===== src/crab_consts.vh =====
// constants for the counter access and readback block
`ifndef CRAB_CONSTS_VH
`define CRAB_CONSTS_VH
// =====================================================================
// i/o locations on the 2-bit address
`define CRAB_ADDR_CNT0    2'h0
`define CRAB_ADDR_CNT1    2'h1
`define CRAB_ADDR_CNT2    2'h2
`define CRAB_ADDR_CTRL    2'h3
// =====================================================================
// control byte fields
`define CRAB_SEL_HI       7
`define CRAB_SEL_LO       6
`define CRAB_RL_HI        5
`define CRAB_RL_LO        4
`define CRAB_CFG_HI       5
`define CRAB_CFG_LO       0
`define CRAB_DEC_BIT      0
// =====================================================================
// read/load codes and the readback select code
`define CRAB_RL_LATCH     2'h0
`define CRAB_RL_LOW       2'h1
`define CRAB_RL_HIGH      2'h2
`define CRAB_RL_PAIR      2'h3
`define CRAB_SEL_READBACK 2'h3
// =====================================================================
// readback command fields
`define CRAB_RB_LATCH_N   5
`define CRAB_RB_REPORT_N  4
`define CRAB_RB_PICK_LO   1
`define CRAB_RB_ZERO      0
// =====================================================================
// status byte fields and reset values
`define CRAB_ST_OUT       7
`define CRAB_ST_NULL      6
`define CRAB_CFG_RESET    6'h00
`define CRAB_UNMAPPED_RD  8'h00
`endif

===== src/crab_access.v =====
// host access decode and readback for three 16-bit interval counters
`include "crab_consts.vh"

// Notes on behaviour
// - read/load field 00 latch, 01 low only, 10 high only, 11 low then high.
// - with 11 a count moves as two byte accesses, low first, flip-flop tracks.
// - control byte with read/load 00 copies present count into hold register.
// - next read after latch returns held value, counting continues.
// - without a latch, reads return the live counting element.
// - select field 00/01/10 picks counter 0/1/2, 11 means readback.
// - readback byte: 11, latch_n, report_n, picks 2..0, zero in bit 0.
// - each pick bit selects its counter independently.
// - latch request low latches all picked counters together.
// - report request low makes next read return the status byte.
// - status holds output, null flag, then read/load, config, decimal bits.
// - status bit 7 is the present output level.
// - null flag shows written count not yet moved into the element.
// - control byte: select(2), read/load(2), config(3), decimal select.
// - decimal bit 0 binary to 65,535, 1 four decades to 9,999.
module crab_access #(
  parameter NUM_CNT = 3
) (
  input  wire                  sys_clk,
  input  wire                  reset,
  input  wire                  clk_en,
  input  wire [1:0]            addr,
  input  wire                  wr_stb,
  input  wire                  rd_stb,
  input  wire [7:0]            wr_data,
  output reg  [7:0]            rd_data_r,
  input  wire [16*NUM_CNT-1:0] live_count,
  input  wire [NUM_CNT-1:0]    out_level,
  input  wire [NUM_CNT-1:0]    count_moved,
  output wire [16*NUM_CNT-1:0] load_value,
  output wire [NUM_CNT-1:0]    load_stb,
  output wire [6*NUM_CNT-1:0]  counter_cfg
);

  // =====================================================================
  // control byte decode
  wire       ctrl_wr;
  wire [1:0] sel;
  wire [1:0] rl;
  wire       readback;
  wire       rb_valid;
  wire       latch_request_n;
  wire       report_request_n;
  wire [2:0] pick;

  assign ctrl_wr          = wr_stb && (addr == `CRAB_ADDR_CTRL);
  assign sel              = wr_data[`CRAB_SEL_HI:`CRAB_SEL_LO];
  assign rl               = wr_data[`CRAB_RL_HI:`CRAB_RL_LO];
  assign readback         = (sel == `CRAB_SEL_READBACK);
  // a readback byte with bit 0 set is ignored
  assign rb_valid         = readback && !wr_data[`CRAB_RB_ZERO];
  assign latch_request_n  = wr_data[`CRAB_RB_LATCH_N];
  assign report_request_n = wr_data[`CRAB_RB_REPORT_N];
  assign pick             = wr_data[`CRAB_RB_PICK_LO+2:`CRAB_RB_PICK_LO];

  // =====================================================================
  // read byte of the addressed counter
  wire [8*NUM_CNT-1:0] chan_byte;
  reg  [7:0]           rd_nxt;

  always @* begin
    rd_nxt = `CRAB_UNMAPPED_RD;
    if (addr != `CRAB_ADDR_CTRL) begin
      rd_nxt = chan_byte[8*addr +: 8];
    end
  end

  always @(posedge sys_clk) begin
    if (reset) begin
      rd_data_r <= 8'h00;
    end else if (clk_en && rd_stb) begin
      rd_data_r <= rd_nxt;
    end
  end

  // =====================================================================
  // per counter access channels
  genvar i;
  generate
    for (i = 0; i < NUM_CNT; i = i + 1) begin : g_chan
      localparam integer CH_NUM = i;
      localparam [1:0]   CH_IDX = CH_NUM[1:0];
      wire hit;
      wire ctl_sel;
      wire latch_cmd;
      wire report_cmd;

      assign hit        = (addr == CH_IDX);
      assign ctl_sel    = ctrl_wr && !readback && (sel == CH_IDX);
      // single latch or simultaneous readback latch
      assign latch_cmd  = (ctl_sel && (rl == `CRAB_RL_LATCH)) ||
                          (ctrl_wr && rb_valid && pick[i] && !latch_request_n);
      assign report_cmd = ctrl_wr && rb_valid && pick[i] && !report_request_n;

      crab_chan u_chan (
        .sys_clk      (sys_clk),
        .reset        (reset),
        .clk_en       (clk_en),
        .ctl_wr       (ctl_sel && (rl != `CRAB_RL_LATCH)),
        .ctl_cfg      (wr_data[`CRAB_CFG_HI:`CRAB_CFG_LO]),
        .latch_cmd    (latch_cmd),
        .report_cmd   (report_cmd),
        .data_wr      (wr_stb && hit),
        .data_rd      (rd_stb && hit),
        .wr_data      (wr_data),
        .live_count   (live_count[16*i +: 16]),
        .out_level    (out_level[i]),
        .count_moved  (count_moved[i]),
        .rd_byte      (chan_byte[8*i +: 8]),
        .cfg_r        (counter_cfg[6*i +: 6]),
        .load_value_r (load_value[16*i +: 16]),
        .load_stb_r   (load_stb[i])
      );
    end
  endgenerate

endmodule


===== src/crab_chan.v =====
// access logic of one counter: settings, byte order, hold and status
`include "crab_consts.vh"

module crab_chan (
  input  wire        sys_clk,
  input  wire        reset,
  input  wire        clk_en,
  input  wire        ctl_wr,
  input  wire [5:0]  ctl_cfg,
  input  wire        latch_cmd,
  input  wire        report_cmd,
  input  wire        data_wr,
  input  wire        data_rd,
  input  wire [7:0]  wr_data,
  input  wire [15:0] live_count,
  input  wire        out_level,
  input  wire        count_moved,
  output wire [7:0]  rd_byte,
  output reg  [5:0]  cfg_r,
  output reg  [15:0] load_value_r,
  output reg         load_stb_r
);

  reg  [15:0] hold_r;
  reg         held_r;
  reg  [7:0]  stat_r;
  reg         stat_held_r;
  reg         wr_high_r;
  reg         rd_high_r;
  reg         null_r;
  wire [1:0]  rl;
  wire [15:0] src;
  wire        pick_high;

  assign rl        = cfg_r[`CRAB_CFG_HI:`CRAB_RL_LO];
  // held copy or live element
  assign src       = held_r ? hold_r : live_count;
  assign pick_high = (rl == `CRAB_RL_HIGH) || ((rl == `CRAB_RL_PAIR) && rd_high_r);
  assign rd_byte   = stat_held_r ? stat_r : (pick_high ? src[15:8] : src[7:0]);

  // =====================================================================
  // settings, byte order, latches
  always @(posedge sys_clk) begin
    if (reset) begin
      cfg_r        <= `CRAB_CFG_RESET;
      hold_r       <= 16'h0000;
      held_r       <= 1'b0;
      stat_r       <= 8'h00;
      stat_held_r  <= 1'b0;
      wr_high_r    <= 1'b0;
      rd_high_r    <= 1'b0;
      null_r       <= 1'b0;
      load_value_r <= 16'h0000;
      load_stb_r   <= 1'b0;
    end else if (clk_en) begin
      load_stb_r <= 1'b0;
      if (ctl_wr) begin
        cfg_r     <= ctl_cfg;
        wr_high_r <= 1'b0;
        rd_high_r <= 1'b0;
        held_r    <= 1'b0;
      end
      if (latch_cmd && !held_r) begin
        hold_r <= live_count;
        held_r <= 1'b1;
      end
      if (report_cmd && !stat_held_r) begin
        stat_r      <= {out_level, null_r, cfg_r};
        stat_held_r <= 1'b1;
      end
      if (data_wr) begin
        case (rl)
          `CRAB_RL_LOW: begin
            load_value_r <= {8'h00, wr_data};
            load_stb_r   <= 1'b1;
          end
          `CRAB_RL_HIGH: begin
            load_value_r <= {wr_data, 8'h00};
            load_stb_r   <= 1'b1;
          end
          `CRAB_RL_PAIR: begin
            if (wr_high_r) begin
              load_value_r[15:8] <= wr_data;
              load_stb_r         <= 1'b1;
            end else begin
              load_value_r[7:0] <= wr_data;
            end
            wr_high_r <= ~wr_high_r;
          end
          default: begin
            load_stb_r <= 1'b0;
          end
        endcase
      end
      if (data_rd) begin
        if (stat_held_r) begin
          stat_held_r <= 1'b0;
        end else if (rl == `CRAB_RL_PAIR) begin
          rd_high_r <= ~rd_high_r;
          if (rd_high_r) begin
            held_r <= 1'b0;
          end
        end else begin
          held_r <= 1'b0;
        end
      end
      // a new count outranks the transfer report
      if (ctl_wr || load_stb_r) begin
        null_r <= 1'b1;
      end else if (count_moved) begin
        null_r <= 1'b0;
      end
    end
  end

endmodule


===== config.mk =====
export PLATFORM = sky130hd
export DESIGN_NAME = crab_access
export DESIGN_NICKNAME = d
export VERILOG_FILES = /design/src/crab_access.v /design/src/crab_chan.v
export VERILOG_INCLUDE_DIRS = /design/src
export SDC_FILE = /design/constraint.sdc
export NUM_CORES = 1
export LEC_CHECK = 0
export BUFFER_PORTS_ARGS = -buffer_cell sky130_fd_sc_hd__clkbuf_2
export CAP_MARGIN = 25
export CORE_MARGIN = 3
export CORE_UTILIZATION = 30
export CTS_BUF_LIST = sky130_fd_sc_hd__clkbuf_16
export DETAILED_ROUTE_END_ITERATION = 6
export GPL_ROUTABILITY_DRIVEN = 0
export GPL_TIMING_DRIVEN = 0
export PLACE_DENSITY = 0.55
export SYNTH_ARGS = -nofsm -noshare
export SYNTH_HDL_FRONTEND = slang
export SYNTH_HIERARCHICAL = 1
export SYNTH_SLANG_ARGS = --single-unit

===== constraint.sdc =====
create_clock -name sys_clk -period 5.45 [get_ports sys_clk]
set_input_delay 0.545 -clock sys_clk [delete_from_list [all_inputs] [get_ports sys_clk]]
set_output_delay 0.545 -clock sys_clk [all_outputs]
set_load 0.01 [all_outputs]

==> impl_metrics.csv <==
group,metric,value,unit
critical_path,cp-start-kind,"register",
clock_tree,hold_buffers,0,
detailed_routing,wl_per_cell,17.9,um
power,finalPower,2600,uW
finish,final_cell_mix,"dfxtp_1 (164), nand2_1 (143), clkbuf_2 (143)",
global_route,grt_use_total,0.172,
logic_synthesis,synth_xor_area_frac,0,
global_route,grt.overflow.total,0,
critical_path,r2r-start,"g_chan[0].u_chan/cfg_r[4]",
timing,rsz0062_at_grt,"no",
finish,utilization,0.375,
clock_tree,h-tree-depth,4,
timing,skew,0.00763,ns
logic_synthesis,synthMuxAreaShare,0.159,
timing,slew_viol_final,0,
power,leakagePower,0.00372,uW
global_route,grt_max_degree,17,
floorplanning,std_cell_rows,58,
critical_path,end_kind,"register",
finish,seq_area,0.00328,sq mm
global_route,grt_use_met3,0.0423,
timing,fmax,386,MHz
worst_hold_path,hold_class,"input pin to register",
logic_synthesis,async_flop_share,0,
power,power_frac_seq,0.464,
floorplanning,die_h,167,um
clock_tree,cts_resized,0,
global_route,met2_usage,0.269,
floorplanning,die_w,167,um
clock_tree,cts_root_buf,"clkbuf_16",
detailed_routing,drt_first_pass_iters,5,
timing,whs,0.338,ns
power,p_per_area,273,mW/mm^2
place,dp_hpwl,17600,um
logic_synthesis,synth-adder-area-share,0.0145,
power,ir_worst_vdd,0.000184,V
logic_synthesis,synth_nets,939,
place,io_buffers,143,
logic_synthesis,synth_top_family_by_area,"simple AND/OR/NAND/NOR gates",
floorplanning,ios,146,
global_route,use_met1,0.241,
logic_synthesis,yosys.area_share.simple,0.184,
timing,slew-limit-headroom,0.582,
critical_path,cp.required,5.75,ns
timing,setup_viol_count_final,0,
global_route,grt_pass1_wl,37900,um
logic_synthesis,synth_edf_count,0,
finish,final-instance-count-excl-fill,1366,
floorplanning,initial_core_util,0.308,
detailed_routing,ant_nets,0,
critical_path,worstPathMaxFanout,8,
clock_tree,clk_latency,0.43,ns
floorplanning,die_area,0.0279,sq mm
power,combPwrFrac,0.067,
clock_tree,clk_pin_slew,0.07,ns
logic_synthesis,synth-main-ff-cell,"dfxtp_1",
global_route,first_global_vias,6636,
critical_path,worstSetupPathType,"register to register",
finish,multi_input_area,0.00406,sq mm
status,run_status,"finished, final reports clean",
power,switching_share,0.235,
critical_path,crit_start,"g_chan[0].u_chan/cfg_r[4]",
logic_synthesis,netlist_area,0.00779,sq mm
detailed_routing,drc,0,
finish,finalNetCount,1101,
timing,post-route-period-util,0.475,
logic_synthesis,synth_cells,861,
floorplanning,core_area,0.0253,sq mm
critical_path,arrival,2.89,ns
clock_tree,cts.path.max_buffers,2,
detailed_routing,dr.first_iter.drc_count,570,
timing,tightest_slew,0.628,ns
logic_synthesis,syn_avg_cell_area,9.05,sq um
detailed_routing,viasPerCell,5.08,
detailed_routing,routed_wl,24500,um
finish,layout-drive-gt1-share,0.269,
clock_tree,cts.sinks,164,
clock_tree,cts_setup_buffers,0,
finish,final_common_cell,"dfxtp_1",
timing,post-route-min-period,2.59,ns
place,place_inst,1334,
logic_synthesis,synth_compound_area_frac,0.163,
timing,fin_setup_tns,0,ns
global_route,busiest_layer,"met2",
logic_synthesis,yosysUniqueCellTypes,46,
logic_synthesis,yosysSeqAreaShare,0.421,
clock_tree,cts_tree,"yes",
finish,diodes,0,
power,power_switching,611,uW
logic_synthesis,synth_seq_cells,164,
detailed_routing,vias,6936,
flow_run,cap_violations,0,
finish,fillerInstances,2577,
worst_hold_path,hold_path_startpoint,"live_count[24]",
timing,hold_viol,0,
global_route,antenna_found_initial,0,
power,intPower,1990,uW
clock_tree,cts-buffers-inserted,17,
power,clkPwrFrac,0.469,
logic_synthesis,ys_warn_count,6,
finish,area_growth,22.0,%
[per-stage QoR]
step | worst slack [ns] | cell area (sq um)
CTS | 2.87 | 9510
finish | 2.86 | 9510
global route | 2.72 | 9510
global placement | 2.88 | 8920
floorplan | 3.20 | 7790
detailed placement | 2.87 | 8920
[power groups by stage]
stage | Combinational [uW] | Clock [uW] | Sequential (uW)
final | 175 | 1220 | 1210
after CTS | 176 | 1250 | 1210
after floorplan | 89.5 | 0 | 1230
after detailed placement | 175 | 0 | 1230
after global routing | 187 | 1290 | 1210
after global placement | 175 | 0 | 1230
[kinds of logic after synthesis]
group                      after synthesis
AOI/OAI and AO/OA                      224
buffers and inverters                   93
and+or+nand+nor                        291
muxes                                   80
adders and majority gates                9
DFF                                    164
[synth_stat cells (9+ instances only)]
| cell | number | share of area |
|---|---|---|
| o21ai_0 | 57 | 0.037 |
| dfxtp_1 | 164 | 0.42 |
| buf_2 | 23 | 0.015 |
| nand3_1 | 21 | 0.013 |
| nand4_1 | 48 | 0.039 |
| mux2i_1 | 24 | 0.031 |
| a21oi_1 | 133 | 0.085 |
| inv_1 | 15 | 0.0072 |
| nor2_1 | 26 | 0.013 |
| ha_1 | 9 | 0.014 |
| clkbuf_1 | 36 | 0.017 |
| mux2_4 | 27 | 0.052 |
| nand2_1 | 143 | 0.069 |
| mux4_2 | 24 | 0.069 |
[metal layers]
| metal | part of all wire | wire (um) | vias up |
|---|---|---|---|
| li1 | - | - | 3424 |
| met1 | 0.48 | 11800 | 3320 |
| met2 | 0.46 | 11100 | 171 |
| met3 | 0.051 | 1240 | 21 |
| met4 | 0.013 | 321 | 0 |
| met5 | 0 | 0 | - |
[critical path, cell delays in order (launching register included)]
cell and delay, ns:
dfxtp_1 0.46, inv_1 0.11, ha_1 0.26, a21oi_4 0.31
mux4_2 0.41, mux2_4 0.28, mux2_4 0.27, a222oi_1 0.27
a211oi_1 0.08
[path summary, 6_finish.rpt]
kind,endpoint,slack [ns],cells after the start
max,rd_data_r[6],2.86,8
min,g_chan[1].u_chan/hold_r[8],0.34,3
max reg2reg,rd_data_r[6],2.86,8
min reg2reg,g_chan[1].u_chan/hold_r[4],0.45,2
[cell type report]
cell class                      instances  share of cell area
Clock inverter                         15              0.0172
Timing Repair Buffer                  143              0.0753
Buffer                                 77              0.0407
Sequential cell                       164               0.345
Multi-Input combinational cell        604               0.427
Clock buffer                           17              0.0447
Tap cell                              330              0.0434
Inverter                               16             0.00632
[flip-flops by register name (all words and copies together) (netlist names)]
signal and cells:
g_chan.u_chan/stat_r 24, rd_data_r 8, g_chan.u_chan/held_r 3, g_chan.u_chan/stat_held_r 3, g_chan.u_chan/cfg_r 18, g_chan.u_chan/load_value_r 48, g_chan.u_chan/wr_high_r 3, g_chan.u_chan/null_r 3
g_chan.u_chan/rd_high_r 3, g_chan.u_chan/hold_r 48, g_chan.u_chan/load_stb_r 3
Note: power is estimated with default switching activity, not from simulation.
